### src/verilog/dcr_pkg.sv
// Purpose: constants for the dac clock, reset and pin front end
// Assumes: 8-bit registers reached by a 7-bit index
// Notes:   same index map for the register port and the serial port
package dcr_pkg;
	// ---------------------------------------------------------------
	// register indices
	// ---------------------------------------------------------------
	localparam logic [6:0] IDX_CHAN_DIS  = 7'h08;
	localparam logic [6:0] IDX_CLK_CTRL  = 7'h09;
	localparam logic [6:0] IDX_GPO_SEL   = 7'h0A;
	localparam logic [6:0] IDX_GPO_VAL   = 7'h0B;
	localparam logic [6:0] IDX_STATE     = 7'h0C;
	localparam logic [6:0] IDX_INT_STAT  = 7'h0D;
	localparam logic [6:0] IDX_INT_CLR   = 7'h0E;
	localparam logic [6:0] IDX_INT_EN    = 7'h0F;
	// ---------------------------------------------------------------
	// fields and reset values
	// ---------------------------------------------------------------
	localparam logic [7:0] CHAN_DIS_MASK = 8'h3C;
	localparam logic [7:0] CHAN_DIS_RST  = 8'h00;
	localparam int         CLK_HALF_BIT  = 0;
	localparam int         CLK_EN_BIT    = 1;
	localparam logic [7:0] CLK_CTRL_RST  = 8'h02;
	localparam logic [7:0] CLK_CTRL_MASK = 8'h03;
	localparam logic [5:0] GPO_RST       = 6'h00;
	localparam int         EV_INIT_DONE  = 0;
	localparam int         EV_ALL_SILENT = 1;
	localparam int         EV_MCLK_LOST  = 2;
	localparam int         EV_FRAME      = 3;
	localparam int         EV_W          = 4;
	// ---------------------------------------------------------------
	// serial control word
	// ---------------------------------------------------------------
	localparam logic [4:0] SER_HDR_LAST  = 5'd7;
	localparam logic [4:0] SER_WORD_BITS = 5'd16;
	localparam int         SER_RW_BIT    = 15;
	// ---------------------------------------------------------------
	// timing
	// ---------------------------------------------------------------
	localparam int         INIT_MCLKS    = 1024;
	localparam int         MCLK_LOST_NS  = 80;
	localparam int         CLK_PERIOD_NS = 5;
	localparam int         MCLK_LOST_CYC = MCLK_LOST_NS / CLK_PERIOD_NS;
	typedef enum logic {dcr_st_init, dcr_st_run} dcr_state_t;
endpackage : dcr_pkg

### src/verilog/dcr_front_end.sv
// Purpose: clock, reset and pin front end of a six-channel audio dac
// Assumes: all pins asynchronous to clock; master clock below 100 MHz
// Notes:   pins are sampled by clock and their edges found in logic
// Notes on behaviour
// - Converters run only while the master clock is running.
// - The buffered clock out runs at master rate or half of it.
// - Reset is active low; low resets, high lets the block run.
// - Input a feeds channels 1-2, b feeds 3-4, c feeds 5-6.
// - The all-silent flag is the AND of the six channel flags.
// - Readback leaves on the serial out pin, undriven otherwise.
// - A set disable bit for channels 3 to 6 stops that converter.
// - Control bits pick clock out rate and enable; enabled at reset.
// - After reset 1024 master clocks pass before writes and converters start.
//
// Decided for this implementation: strobed register access and the placing of the registers.
`timescale 1ns/1ps
module dcr_front_end import dcr_pkg::*; #(
	parameter int SAMPLE_W   = 24,
	parameter int INIT_COUNT = INIT_MCLKS
) (
	input  wire logic                     clock,
	input  wire logic                     rst_n,
	input  wire logic [6:0]               reg_addr,
	input  wire logic [7:0]               reg_wdata,
	input  wire logic                     reg_wr,
	input  wire logic                     reg_rd,
	output logic      [7:0]               reg_rdata,
	output logic                          irq,
	input  wire logic                     master_clock_in,
	output logic                          buffered_clock_out,
	input  wire logic                     word_select_clock,
	input  wire logic                     audio_bit_clock,
	input  wire logic                     audio_in_a,
	input  wire logic                     audio_in_b,
	input  wire logic                     audio_in_c,
	output logic      [5:0][SAMPLE_W-1:0] chan_sample,
	output logic      [5:0]               chan_active,
	output logic      [5:0]               silence_flag,
	output logic                          silence_flag_all,
	input  wire logic                     ctrl_shift_clock,
	input  wire logic                     ctrl_latch_enable,
	input  wire logic                     ctrl_serial_in,
	output logic                          ctrl_serial_out,
	output logic                          ctrl_serial_out_en
);
	if (SAMPLE_W < 16 || SAMPLE_W > 32 || INIT_COUNT < 2)
		$error("dcr_front_end: unsupported parameter values");

	// ---------------------------------------------------------------
	// pin synchronisers
	// ---------------------------------------------------------------
	localparam int PW = 9;
	logic [PW-1:0] pin_s1, pin_s2, pin_s3;
	always_ff @(posedge clock or negedge rst_n) begin
		if (!rst_n) begin
			pin_s1 <= '0;
			pin_s2 <= '0;
			pin_s3 <= '0;
		end else begin
			pin_s1 <= {ctrl_serial_in, ctrl_latch_enable, ctrl_shift_clock,
				audio_in_c, audio_in_b, audio_in_a, audio_bit_clock,
				word_select_clock, master_clock_in};
			pin_s2 <= pin_s1;
			pin_s3 <= pin_s2;
		end
	end
	wire mclk_rise = pin_s2[0] & ~pin_s3[0];
	wire ws_rise   = pin_s2[1] & ~pin_s3[1];
	wire ws_fall   = ~pin_s2[1] & pin_s3[1];
	wire bck_rise  = pin_s2[2] & ~pin_s3[2];
	wire sck_rise  = pin_s2[6] & ~pin_s3[6];
	wire sck_fall  = ~pin_s2[6] & pin_s3[6];
	wire latch_hi  = pin_s2[7];
	wire latch_rise = pin_s2[7] & ~pin_s3[7];

	// ---------------------------------------------------------------
	// initialisation and master clock watch
	// ---------------------------------------------------------------
	dcr_state_t state;
	logic [10:0] init_cnt;
	logic [4:0]  lost_cnt;
	logic        mclk_alive;
	wire running = (state == dcr_st_run);
	always_ff @(posedge clock or negedge rst_n) begin
		if (!rst_n) begin
			state    <= dcr_st_init;
			init_cnt <= '0;
		end else begin
			case (state)
			dcr_st_init: if (mclk_rise) begin
				if (init_cnt == 11'(INIT_COUNT - 1))
					state <= dcr_st_run;
				init_cnt <= init_cnt + 11'd1;
			end
			dcr_st_run: state <= dcr_st_run;
			default: state <= dcr_st_init;
			endcase
		end
	end
	always_ff @(posedge clock or negedge rst_n) begin
		if (!rst_n) begin
			lost_cnt   <= '0;
			mclk_alive <= 1'b0;
		end else if (mclk_rise) begin
			lost_cnt   <= '0;
			mclk_alive <= 1'b1;
		end else if (lost_cnt == 5'(MCLK_LOST_CYC)) begin
			mclk_alive <= 1'b0;
		end else begin
			lost_cnt <= lost_cnt + 5'd1;
		end
	end

	// ---------------------------------------------------------------
	// registers
	// ---------------------------------------------------------------
	logic [7:0]      chan_dis, clk_ctrl;
	logic [5:0]      gpo_sel, gpo_val;
	logic [EV_W-1:0] int_stat, int_en, ev;
	logic [5:0]      next_flag;
	logic            next_all;
	logic [15:0]     ser_sr;
	logic [4:0]      ser_cnt;
	wire  ser_commit = latch_rise && ser_cnt == SER_WORD_BITS &&
		!ser_sr[SER_RW_BIT];
	// bus write wins over a serial commit in the same cycle
	wire       wr_any = running && (reg_wr || ser_commit);
	wire [6:0] wr_idx = reg_wr ? reg_addr : ser_sr[14:8];
	wire [7:0] wr_dat = reg_wr ? reg_wdata : ser_sr[7:0];

	function automatic logic [7:0] reg_read(input logic [6:0] idx);
		case (idx)
		IDX_CHAN_DIS: reg_read = chan_dis;
		IDX_CLK_CTRL: reg_read = clk_ctrl;
		IDX_GPO_SEL:  reg_read = {2'b00, gpo_sel};
		IDX_GPO_VAL:  reg_read = {2'b00, gpo_val};
		IDX_STATE:    reg_read = {mclk_alive, running, silence_flag};
		IDX_INT_STAT: reg_read = {4'h0, int_stat};
		IDX_INT_EN:   reg_read = {4'h0, int_en};
		default:      reg_read = 8'h00;
		endcase
	endfunction : reg_read

	always_ff @(posedge clock or negedge rst_n) begin
		if (!rst_n) begin
			chan_dis <= CHAN_DIS_RST;
			clk_ctrl <= CLK_CTRL_RST;
			gpo_sel  <= GPO_RST;
			gpo_val  <= GPO_RST;
			int_en   <= '0;
		end else if (wr_any) begin
			case (wr_idx)
			IDX_CHAN_DIS: chan_dis <= wr_dat & CHAN_DIS_MASK;
			IDX_CLK_CTRL: clk_ctrl <= wr_dat & CLK_CTRL_MASK;
			IDX_GPO_SEL:  gpo_sel  <= wr_dat[5:0];
			IDX_GPO_VAL:  gpo_val  <= wr_dat[5:0];
			IDX_INT_EN:   int_en   <= wr_dat[EV_W-1:0];
			default:      int_en   <= int_en;
			endcase
		end
	end
	always_ff @(posedge clock or negedge rst_n) begin
		if (!rst_n)
			reg_rdata <= 8'h00;
		else
			reg_rdata <= reg_rd ? reg_read(reg_addr) : 8'h00;
	end

	// ---------------------------------------------------------------
	// interrupts
	// ---------------------------------------------------------------
	logic [EV_W-1:0] clr;
	logic            was_running, was_alive;
	always_comb begin
		clr = '0;
		if (wr_any && wr_idx == IDX_INT_CLR)
			clr = wr_dat[EV_W-1:0];
		ev = '0;
		ev[EV_INIT_DONE]  = running & ~was_running;
		ev[EV_ALL_SILENT] = next_all & ~silence_flag_all;
		ev[EV_MCLK_LOST]  = was_alive & ~mclk_alive;
		ev[EV_FRAME]      = running & ws_rise;
	end
	// set wins over clear
	always_ff @(posedge clock or negedge rst_n) begin
		if (!rst_n) begin
			int_stat    <= '0;
			irq         <= 1'b0;
			was_running <= 1'b0;
			was_alive   <= 1'b0;
		end else begin
			int_stat    <= (int_stat & ~clr) | ev;
			irq         <= |(((int_stat & ~clr) | ev) & int_en);
			was_running <= running;
			was_alive   <= mclk_alive;
		end
	end

	// ---------------------------------------------------------------
	// buffered clock out
	// ---------------------------------------------------------------
	logic half_clk;
	always_ff @(posedge clock or negedge rst_n) begin
		if (!rst_n) begin
			half_clk           <= 1'b0;
			buffered_clock_out <= 1'b0;
		end else begin
			if (mclk_rise)
				half_clk <= ~half_clk;
			if (!clk_ctrl[CLK_EN_BIT])
				buffered_clock_out <= 1'b0;
			else if (clk_ctrl[CLK_HALF_BIT])
				buffered_clock_out <= half_clk ^ mclk_rise;
			else
				buffered_clock_out <= pin_s2[0];
		end
	end

	// ---------------------------------------------------------------
	// audio capture and routing
	// ---------------------------------------------------------------
	logic [2:0][SAMPLE_W-1:0] shift;
	logic [5:0] dis;
	assign dis = chan_dis[5:0];
	always_ff @(posedge clock or negedge rst_n) begin
		if (!rst_n)
			shift <= '0;
		else if (bck_rise)
			for (int i = 0; i < 3; i++)
				shift[i] <= {shift[i][SAMPLE_W-2:0], pin_s2[3+i]};
	end
	always_ff @(posedge clock or negedge rst_n) begin
		if (!rst_n) begin
			chan_sample <= '0;
			chan_active <= '0;
		end else begin
			for (int i = 0; i < 6; i++) begin
				chan_active[i] <= running & mclk_alive & ~dis[i];
				if (!running || dis[i])
					chan_sample[i] <= '0;
				else if ((i % 2 == 0) ? ws_fall : ws_rise)
					chan_sample[i] <= shift[i/2];
			end
		end
	end

	// ---------------------------------------------------------------
	// silence flags
	// ---------------------------------------------------------------
	always_comb begin
		for (int i = 0; i < 6; i++)
			next_flag[i] = gpo_sel[i] ? gpo_val[i] :
				(chan_sample[i] == '0);
		next_all = &next_flag;
	end
	always_ff @(posedge clock or negedge rst_n) begin
		if (!rst_n) begin
			silence_flag     <= '0;
			silence_flag_all <= 1'b0;
		end else begin
			silence_flag     <= next_flag;
			silence_flag_all <= next_all;
		end
	end

	// ---------------------------------------------------------------
	// serial control port
	// ---------------------------------------------------------------
	logic       rd_mode;
	logic [7:0] rd_sh;
	always_ff @(posedge clock or negedge rst_n) begin
		if (!rst_n) begin
			ser_sr  <= '0;
			ser_cnt <= '0;
		end else if (latch_hi) begin
			ser_cnt <= latch_rise ? ser_cnt : '0;
			if (!latch_rise)
				ser_sr <= ser_sr;
		end else if (sck_rise && ser_cnt != SER_WORD_BITS) begin
			ser_sr  <= {ser_sr[14:0], pin_s2[8]};
			ser_cnt <= ser_cnt + 5'd1;
		end
	end
	always_ff @(posedge clock or negedge rst_n) begin
		if (!rst_n) begin
			rd_mode            <= 1'b0;
			rd_sh              <= '0;
			ctrl_serial_out    <= 1'b0;
			ctrl_serial_out_en <= 1'b0;
		end else if (latch_hi) begin
			rd_mode            <= 1'b0;
			ctrl_serial_out    <= 1'b0;
			ctrl_serial_out_en <= 1'b0;
		end else if (sck_rise && ser_cnt == SER_HDR_LAST && ser_sr[6]) begin
			rd_mode            <= 1'b1;
			rd_sh              <= reg_read({ser_sr[5:0], pin_s2[8]});
			ctrl_serial_out_en <= 1'b1;
		end else if (sck_fall && rd_mode) begin
			ctrl_serial_out <= rd_sh[7];
			rd_sh           <= {rd_sh[6:0], 1'b0};
		end
	end
endmodule : dcr_front_end

### config.mk
export PLATFORM = sky130hd
export DESIGN_NAME = dcr_front_end
export DESIGN_NICKNAME = d
export VERILOG_FILES = /design/src/verilog/dcr_pkg.sv /design/src/verilog/dcr_front_end.sv
export SDC_FILE = /design/constraint.sdc
export NUM_CORES = 1
export LEC_CHECK = 0
export BUFFER_PORTS_ARGS = -buffer_cell sky130_fd_sc_hd__buf_2
export CELL_PAD_IN_SITES_DETAIL_PLACEMENT = 1
export CELL_PAD_IN_SITES_GLOBAL_PLACEMENT = 1
export CORE_MARGIN = 5
export CORE_UTILIZATION = 40
export CTS_BUF_LIST = sky130_fd_sc_hd__clkbuf_8
export DETAILED_ROUTE_END_ITERATION = 7
export PLACE_DENSITY_LB_ADDON = 0.1
export SLEW_MARGIN = 20
export SYNTH_ARGS = -nofsm -noshare
export SYNTH_HDL_FRONTEND = slang
export SYNTH_SLANG_ARGS = --single-unit
### constraint.sdc
create_clock -name clock -period 3.6 [get_ports clock]
set_clock_uncertainty 0.05 [all_clocks]
set_input_delay 0.36 -clock clock [delete_from_list [all_inputs] [get_ports clock]]
set_output_delay 0.36 -clock clock [all_outputs]
set_load 0.01 [all_outputs]
==> impl_metrics.tcl, run 1 <==
set metrics [dict create \
    drtIter0Drc 441 \
    drc 0 \
    globalplace.congestion 0.7975 \
    cts_tree "done" \
    gr-total-overflow 0 \
    mappedNetlistNets 1102 \
    synth_cell_types 66 \
    synth-main-ff-cell "dfrtp_1" \
    slew_headroom_pct 42.71 \
    grt_pass1_vias 10460 \
    h-tree-depth 2 \
    area_delta_synth_final_pct 20.47 \
    power.leakage_nw 8.193 \
    layout-drive-gt1-share_pct 31.74 \
    wl_per_cell_um 21.63 \
    numCtsBuffers 58 \
    netlist.area_leader.share_pct 62.65 \
    fin_crit_ns 2.664 \
    min_path_type "in2reg" \
    grt_pass1_wl_mm 61.84 \
    hold_slack_ns 0.1128 \
    dr.pass1.iters 5 \
    final.setup.tns_ns 0 \
    netlist_instances 1069 \
    yosysSeqAreaShare_pct 62.85 \
    insertion_delay_ns 0.63 \
    die-area_sq_um 37530 \
    ir_drop_uv 387.5 \
    synth-edff-count 0 \
    netlist_top_cells_count "dfrtp_1, nand2_1, a22o_1" \
    synth_top_area_cell "dfrtp_1" \
    fin_util_pct 48.63 \
    power_mw 8.528 \
    antenna_cells 0 \
    fmax_mhz 375.4 \
    die_x_um 193.7 \
    cts_num_sinks 339 \
    crit_type "reg2reg" \
    status "finished clean" \
    hold_viol 0 \
    post_dp_cell_area_sq_um 15020 \
    nets 1326 \
    port_buffers 194 \
    worst_slew_pin_slew_ns 0.8479 \
    drv_slew 0 \
    num_vias 9547 \
    cts_setup_buffers 0 \
    rows 67 \
    grt_antenna_before_repair 0 \
    dp_hpwl_mm 25.93 \
    ys_ff_latch 339 \
    track_usage_pct 20.42 \
    startpoint_type "register" \
    postSynthAreaPerCell_sq_um 12.63 \
    grt_max_degree 96 \
    synth_warnings 0 \
    rsz0062_at_grt "no" \
    endpoint_kind "register" \
    postRouteAntennaNets 0 \
    powerDensity_nw_per_um2 524.3 \
    cap_violations 0 \
    required_ns 4.05 \
    cts.path.max_buffers 3 \
    yosysMostFrequentCell "dfrtp_1" \
    coreArea_sq_um 33450 \
    period_share_pct 73.99 \
    synthArstFlopShare_pct 100.0 \
    final_cell_area_sq_um 16260 \
    syn_area_sq_um 13500 \
    viasPerCell 5.351 \
    cp_data_arrival_time_ns 3.12 \
    clk_pin_slew_ns 0.06 \
    cts-root-buf "clkbuf_8" \
    cp_max_fo 4 \
    finalSetupViolCount 0 \
    initial_core_util_pct 40.36 \
    ios 197 \
    die_y_um 193.7 \
    wl_mm 38.60 \
    netlist_top_cells_area "dfrtp_1, mux2_2, a22o_1" \
]
-- per-layer routing --
metal	GRT usage [%]	share of wire (%)	wire (um)	vias up
li1	-	-	-	4327
met1	29.11	47	18060	4962
met2	31.96	47	17960	199
met3	4.118	4.6	1773	59
met4	5.875	2.1	804	0
met5	0	0	0	-
-- path summary, 6_finish.rpt --
kind,endpoint,slack (ns),from,depth (start not counted)
setup reg to reg,irq,0.94,ser_cnt[0],8
hold / removal,reg_rdata[7],0.11,reg_addr[4],4
hold reg to reg,pin_s2[3],0.30,pin_s1[3],0
max in group asynchronous,chan_sample[27],2.23,rst_n,3
min in group asynchronous,ser_cnt[0],0.29,rst_n,2
setup / recovery,irq,0.94,ser_cnt[0],8
-- logic make-up (layout without fill, tap and decap cells) --
logic type | count (synthesis) | in the layout | synth area share, %
and+or+nand+nor | 288 | 288 | 10.38
buffers and inverters | 74 | 341 | 2.178
AOI/OAI and AO/OA | 217 | 217 | 12.38
DFF | 339 | 339 | 62.85
muxes | 128 | 128 | 10.58
adders and majority gates | 5 | 5 | 0.4634
xor gates and xnor gates | 18 | 18 | 1.168
-- layout by cell type (no fill, tap or decap), types with 6 or more instances in the layout --
| master | synthesis | layout |
|---|---|---|
| dlygate4sd3_1 | 0 | 11 |
| clkbuf_8 | 0 | 73 |
| nand2b_1 | 6 | 6 |
| nor2_1 | 48 | 46 |
| xnor2_1 | 9 | 9 |
| nand2_1 | 126 | 126 |
| nand4_1 | 10 | 10 |
| buf_2 | 10 | 193 |
| inv_1 | 12 | 33 |
| nand3_1 | 19 | 19 |
| nor4_1 | 30 | 30 |
| a22o_1 | 120 | 120 |
| dfrtp_1 | 338 | 338 |
| mux2_2 | 108 | 108 |
| o21ai_0 | 18 | 18 |
| xor2_1 | 9 | 9 |
| buf_4 | 1 | 16 |
| nor2b_1 | 10 | 7 |
| clkinv_2 | 0 | 8 |
| nor3_1 | 14 | 13 |
| a21oi_1 | 38 | 37 |
| mux2i_1 | 19 | 19 |
-- flip-flops by register name, indices dropped and copies added, names as in the netlist, 5 cells and up --
| name | flops |
|---|---|
| ser_cnt | 5 |
| pin_s3 | 5 |
| silence_flag | 6 |
| gpo_val | 6 |
| lost_cnt | 5 |
| init_cnt | 11 |
| ser_sr | 16 |
| chan_active | 5 |
| gpo_sel | 6 |
| chan_sample | 144 |
| reg_rdata | 8 |
| rd_sh | 8 |
| pin_s2 | 9 |
| shift | 72 |
| pin_s1 | 9 |
-- timing repair --
action                                 4_1_cts  5_1_grt
resized for setup                            0        0
setup endpoints to repair                    0        0
endpoints found under the hold margin       89        0
hold buffers                                11        0
-- worst max-delay path: stages (launching register included) --
cell and delay, ns:
dfrtp_1 0.40, inv_1 0.09, ha_1 0.15, and4bb_2 0.27
nand4_1 0.24, a211oi_1 0.68, a21bo_2 0.24, o31ai_1 0.08
a221o_1 0.35
-- cell type report --
| class | count | area (sq um) |
|---|---|---|
| timing repair buffer | 225 | 1291 |
| multi-input combinational | 656 | 4748 |
| sequential | 339 | 8484 |
| clock inverter | 30 | 126.4 |
| tap | 448 | 560.5 |
| inverter | 13 | 48.80 |
| fill | 3552 | 17180 |
| clock buffer | 73 | 1005 |
-- through the flow --
step | setup WS [ns] | instances
5_1_grt | 0.7960 | 1784
2_1_floorplan | 1.476 | 1069
3_3_place_gp | 1.027 | 1670
6_report | 0.9364 | 1784
4_1_cts | 0.9410 | 1784
3_5_place_dp | 0.9696 | 1670
-- power by group --
| group | switching (mW) | internal [mW] |
|---|---|---|
| clock | 1.55 | 1.81 |
| combinational | 0.313 | 0.343 |
| sequential | 0.365 | 4.15 |
| total | 2.23 | 6.30 |
(Power assumes the default switching activity.)
==> run 2: changes to the inputs <==
--- a/config.mk
+++ b/config.mk
@@ -5,6 +5,7 @@
 export SDC_FILE = /design/constraint.sdc
 export NUM_CORES = 1
 export LEC_CHECK = 0
+export ABC_AREA = 1
 export BUFFER_PORTS_ARGS = -buffer_cell sky130_fd_sc_hd__buf_2
 export CELL_PAD_IN_SITES_DETAIL_PLACEMENT = 1
 export CELL_PAD_IN_SITES_GLOBAL_PLACEMENT = 1
==> constraint.sdc (replaced) <==
create_clock -name clock -period 2.5 [get_ports clock]
set_clock_uncertainty 0.05 [all_clocks]
set_input_delay 0.25 -clock clock [delete_from_list [all_inputs] [get_ports clock]]
set_output_delay 0.25 -clock clock [all_outputs]
set_load 0.01 [all_outputs]
==> run 2 against run 1 <==
Against the previous run: synthesized area is 3.4% higher; clock power rose by 52%; global-route usage is 1.2 points higher; register-to-register slack worse by 0.59 ns; non-clock buffer count up 5; critical path depth grew 1; hold slack worse by 0.051 ns; total power up 41%; largest cell class unchanged.
==> impl_metrics.tcl, run 2 <==
set metrics [dict create \
    status "finished clean" \
    drv_slew 0 \
    netlist_top_cells_area "dfrtp_1, nand2_1, o21ai_0" \
    port_buffers 194 \
    wl_met1_mm 18.65 \
    post_dp_cell_area_sq_um 15510 \
    synthArstFlopShare_pct 100.0 \
    synth-xor-area-share_pct 1.004 \
    num_vias 11290 \
    grt_max_degree 77 \
    fin_crit_ns 2.158 \
    grt_antenna_before_repair 0 \
    dp_hpwl_mm 29.57 \
    initial_core_util_pct 40.51 \
    clk_pin_slew_ns 0.06 \
    syn_area_sq_um 13960 \
    endpoint_kind "register" \
    dr.pass1.iters 5 \
    gr-total-overflow 0 \
    drtIter0Drc 491 \
    fillCellCount 4078 \
    synth_fa_ha_area_share_pct 0.4481 \
    postRouteAntennaNets 0 \
    cp_data_arrival_time_ns 2.60 \
    mappedNetlistNets 1547 \
    fin_util_pct 48.94 \
    track_usage_pct 21.57 \
    globalplace.congestion 0.8514 \
    synth-edff-count 0 \
    synth_top_family_by_area "simple AND/OR/NAND/NOR gates" \
    hold_slack_ns 0.06145 \
    wl_mm 41.45 \
    viasPerCell 5.012 \
    numCtsBuffers 59 \
    crit_type "reg2reg" \
    cts_tree "done" \
    nets 1785 \
    power_mw 12.06 \
    wl_met3_mm 1.970 \
    grt_pass1_vias 12200 \
    ios 197 \
    netlist_instances 1514 \
    ir_drop_uv 571.9 \
    rows 68 \
    mostFrequentLayoutCells "dfrtp_1, nand2_1, inv_1" \
    ff_latch_area_sq_um 8484 \
    final_cell_area_sq_um 16860 \
    power.leakage_nw 8.503 \
    synth_compound_area_share_pct 13.20 \
    final.setup.tns_ns 0 \
    die-area_sq_um 38730 \
    multi_input_area_sq_um 4319 \
    cts-root-buf "clkbuf_8" \
    yosysSeqAreaShare_pct 60.78 \
    synth_cell_types 45 \
    slew_headroom_pct 54.35 \
    reg_top3 "chan_sample (144), shift (72), ser_sr (16)" \
    ys_ff_latch 339 \
    min_path_type "in2async" \
    hold_viol 0 \
    final_cells 2253 \
    area_delta_synth_final_pct 20.79 \
    fmax_mhz 463.4 \
    period_share_pct 86.31 \
    h-tree-depth 2 \
    layout-drive-gt1-share_pct 19.35 \
    drc 0 \
    cts_num_sinks 339 \
    finalSetupViolCount 0 \
    powerDensity_nw_per_um2 715.2 \
    insertion_delay_ns 0.65 \
    cts.path.max_buffers 3 \
    coreArea_sq_um 34460 \
    top_layer "met4" \
    final_common_cell "dfrtp_1" \
    netlist.area_leader.share_pct 60.59 \
    antenna_cells 0 \
    die_y_um 196.8 \
    regMostFlops "chan_sample" \
    cp_max_fo 12 \
    postSynthAreaPerCell_sq_um 9.220 \
    grt_pass1_wl_mm 67.24 \
    synth_top_area_cell "dfrtp_1" \
    place_ws_ns 0.1285 \
    rsz0062_at_grt "no" \
    cap_violations 0 \
    r2r_slack_ns 0.34 \
    worst_r2r_path_depth 9 \
    synthSimpleGateAreaFrac_pct 15.89 \
    largest_reg_flops 144 \
    yosysMostFrequentCell "dfrtp_1" \
    synthMuxAreaShare_pct 0.3227 \
    setup_ws_ns 0.3422 \
    worst_slew_pin_slew_ns 0.6841 \
    synth-main-ff-cell "dfrtp_1" \
    startpoint_type "register" \
    synth_warnings 0 \
    netlist_top_cells_count "dfrtp_1, nand2_1, inv_1" \
    required_ns 2.94 \
    wl_met2_mm 19.70 \
    dp.cells 2133 \
    die_x_um 196.8 \
    wl_per_cell_um 18.40 \
]
-- run 2: cell count changes after synthesis, sizes merged, moves of 10 or more --
cell,before,now
nand2,127,269
nor4,31,3
o22ai,1,91
a22o,120,0
inv,13,243
o21ai,20,199
a21oi,40,28
nor2,48,125
nor2b,10,0
mux2i,19,0
mux2,108,4
clkbuf,47,37
nand3,19,94
-- run 2: worst max-delay path, cell delays in order (launching register included) --
cell and delay (ns):
dfrtp_1 0.38, inv_1 0.12, ha_1 0.17, nand2_1 0.06, nor2_2 0.18, nand2_1 0.14, a21oi_4 0.22, nand4_1 0.42
nand2_1 0.18, o21ai_0 0.10
-- run 2: cell families after synthesis --
family,after synthesis
flip-flops,339
multiplexers,4
buffers and inverters,299
XOR/XNOR,16
adder cells (fa/ha/maj),5
AND/OR/NAND/NOR,521
AO/OA/AOI/OAI,330
-- run 2: timing repair --
item / CTS / global route
endpoints found under the hold margin: 355 / 0
hold buffers: 13 / 0
endpoints found under the setup margin: 0 / 12
setup buffers: 0 / 0
gates resized for setup: 0 / 1
-- run 2: final timing paths --
check                                  endpoint         from
worst min register to register        pin_s2[3]    pin_s1[3]
max in group asynchronous             shift[60]        rst_n
worst max register to register       gpo_val[3]   ser_cnt[0]
worst max-delay path                 gpo_val[3]   ser_cnt[0]
worst min-delay path            chan_sample[17]        rst_n
min in group clock                 reg_rdata[1]  reg_addr[0]
-- run 2: routing by layer --
layer,vias up,global-route usage (%)
met3,69,4.496
met4,0,7.319
li1,5392,-
met5,-,0
met1,5609,28.68
met2,222,35.47
-- run 2: cell type report --
class	count	share of cell area [%]
Timing Repair Buffer	230	7.984
Inverter	246	5.506
Multi-Input combinational cell	876	25.61
Tap cell	455	3.376
Sequential cell	339	50.32
Clock buffer	78	6.366
Clock inverter	29	0.8385
-- run 2: where the power goes --
group / total [mW] / leakage [nW] / switching (mW) / internal, mW
sequential: 6.02 / 4.54 / 0.214 / 5.81
combinational: 0.929 / 3.27 / 0.639 / 0.290
clock: 5.11 / 0.697 / 2.32 / 2.78
total: 12.1 / 8.50 / 3.18 / 8.88
==> run 3: changes to the inputs <==
--- a/config.mk
+++ b/config.mk
@@ -5,7 +5,6 @@
 export SDC_FILE = /design/constraint.sdc
 export NUM_CORES = 1
 export LEC_CHECK = 0
-export ABC_AREA = 1
 export BUFFER_PORTS_ARGS = -buffer_cell sky130_fd_sc_hd__buf_2
 export CELL_PAD_IN_SITES_DETAIL_PLACEMENT = 1
 export CELL_PAD_IN_SITES_GLOBAL_PLACEMENT = 1
==> run 3 against run 2 <==
Against the previous run: hold slack lost 0.019 ns; sequential power grew 8.0%; critical path depth is the same; critical endpoint is now irq; highest routed layer unchanged.
==> impl_metrics.tcl, run 3 (synthesis results as in run 1) <==
set metrics [dict create \
    wl_mm 39.08 \
    cts_setup_buffers 0 \
    cts_tree "done" \
    endpoint_kind "register" \
    finalSetupViolCount 0 \
    insertion_delay_ns 0.63 \
    drtIter0Drc 442 \
    rows 67 \
    reg_top3 "chan_sample (144), shift (72), ser_sr (16)" \
    gr-total-overflow 0 \
    p_int_mw 9.409 \
    post_dp_cell_area_sq_um 15160 \
    seq_power_share_pct 51.1 \
    die-area_sq_um 37530 \
    powerDensity_nw_per_um2 765.6 \
    critical_path_depth 9 \
    clockPowerShare_pct 41.3 \
    coreArea_sq_um 33450 \
    area_delta_synth_final_pct 23.09 \
    slew_headroom_pct 43.94 \
    hold_viol 0 \
    grt_pass1_vias 10440 \
    cts-root-buf "clkbuf_8" \
    rsz0062_at_grt "no" \
    fillCellCount 3522 \
    drc 0 \
    postRouteAntennaNets 0 \
    setup_ws_ns 0.1261 \
    largest_reg_flops 144 \
    status "finished clean" \
    required_ns 2.95 \
    power_frac_comb_pct 7.6 \
    power_mw 12.72 \
    track_usage_pct 20.66 \
    fin_crit_ns 2.374 \
    drv_slew 0 \
    slowest_stage "dfrtp_1" \
    p_switching_mw 3.314 \
    worst_slew_pin_slew_ns 0.8296 \
    numCtsBuffers 57 \
    grtUsageMet3_pct 5.004 \
    crit_start "ser_cnt[0]" \
    hold_slack_ns 0.04223 \
    path_buf_inv 2 \
    grt_antenna_before_repair 1 \
    crit_type "reg2reg" \
    h-tree-depth 2 \
    viasPerCell 5.319 \
    endpoint "irq" \
    port_buffers 194 \
    initial_core_util_pct 40.36 \
    die_x_um 193.7 \
    nets 1350 \
    regMostFlops "chan_sample" \
    mostFrequentLayoutCells "dfrtp_1, buf_2, nand2_1" \
    die_y_um 193.7 \
    ir_drop_uv 476.8 \
    cap_violations 0 \
    min_path_type "in2reg" \
    cts.path.max_buffers 3 \
    r2r-end "irq" \
    final_common_cell "dfrtp_1" \
    num_vias 9648 \
    grtUsageMet2_pct 31.51 \
    grt.busiest_layer "met2" \
    grt_pass1_wl_mm 62.62 \
    power.leakage_nw 8.367 \
    cp_max_fo 4 \
    place_ws_ns 0.1124 \
    dr.pass1.iters 4 \
    final_cell_area_sq_um 16620 \
    cts_num_sinks 339 \
    startpoint_type "register" \
    fmax_mhz 421.2 \
    clk_pin_slew_ns 0.07 \
    r2r_start "ser_cnt[0]" \
    layout-drive-gt1-share_pct 33.11 \
    crit_family "compound AO/OA/AOI/OAI gates" \
    ios 197 \
    grt_max_degree 73 \
    final_cells 1814 \
    cp_data_arrival_time_ns 2.83 \
    wl_per_cell_um 21.55 \
    globalplace.congestion 0.8695 \
    sw_frac_of_total_pct 26.05 \
    dp_hpwl_mm 26.27 \
    cp_cell_sequence "inv_1 > ha_1 > and4bb_2 > nand4_1 > a211oi_2 > buf_4 > a21bo_2 > o31ai_1 > a221o_1" \
    grt_use_met1_pct 29.70 \
    final.setup.tns_ns 0 \
    period_share_pct 94.96 \
    r2r_slack_ns 0.13 \
    cpPeakStageDelay_ns 0.42 \
    dp.cells 1687 \
    fin_util_pct 49.68 \
    worst_r2r_path_depth 9 \
]
==> run 3: cell types whose count changed in the layout (fill, tap and decap cells not counted), moves of 73 or more <==
cell     change
mux2_2     +104
o22ai_1     -90
o21ai_0    -167
a22o_1     +120
nand2_1    -138
nand3_1     -73
inv_1      -223
==> run 3: what timing repair did <==
item,CTS,global route
hold buffers,19,0
hold endpoints to repair,132,0
endpoints found under the setup margin,0,1
gates resized for setup,0,4
==> run 3: how the worst min path moves through the flow <==
| stage | cells past startpoint | start | end |
|---|---|---|---|
| finish | 3 | reg_wdata[5] | gpo_sel[5] |
| detailed placement | 1 | rst_n | pin_s3[6] |
| global placement | 1 | rst_n | pin_s2[7] |
| global route | 3 | reg_wdata[5] | gpo_sel[5] |
| floorplan | 0 | rst_n | buffered_clock_out |
| CTS | 3 | reg_wdata[5] | gpo_sel[5] |
==> run 3: worst register-to-register path, delay by kind of cell (launching register included) <==
kind            cells  cell delay, ns
flops               1            0.42
buf+inv             2            0.27
compound gates      4            0.82
fa+ha+maj           1            0.14
simple gates        2            0.55
==> run 3: final cells by class <==
type,instances,area [sq um],share of cell area [%]
Multi-Input combinational cell,656,4766,28.68
Clock inverter,31,197.7,1.190
Clock buffer,76,1046,6.295
Timing Repair Buffer,250,1511,9.096
Sequential cell,339,8484,51.06
Antenna cell,1,2.502,0.01506
Inverter,13,48.80,0.2937
Tap cell,448,560.5,3.373
==> run 3: power groups by stage <==
stage	clock (mW)	sequential [mW]	combinational, mW
after global placement	0	6.58	0.928
after floorplan	0	6.39	0.689
after CTS	5.43	6.50	0.989
final	5.25	6.50	0.968
after detailed placement	0	6.59	0.960
after global routing	5.71	6.57	1.09
==> run 3: per-layer routing <==
metal | share of wire (%) | up-vias
met5 | 0 | -
met4 | 2.0 | 0
met3 | 5.1 | 54
met2 | 46 | 215
met1 | 47 | 4993
li1 | - | 4386
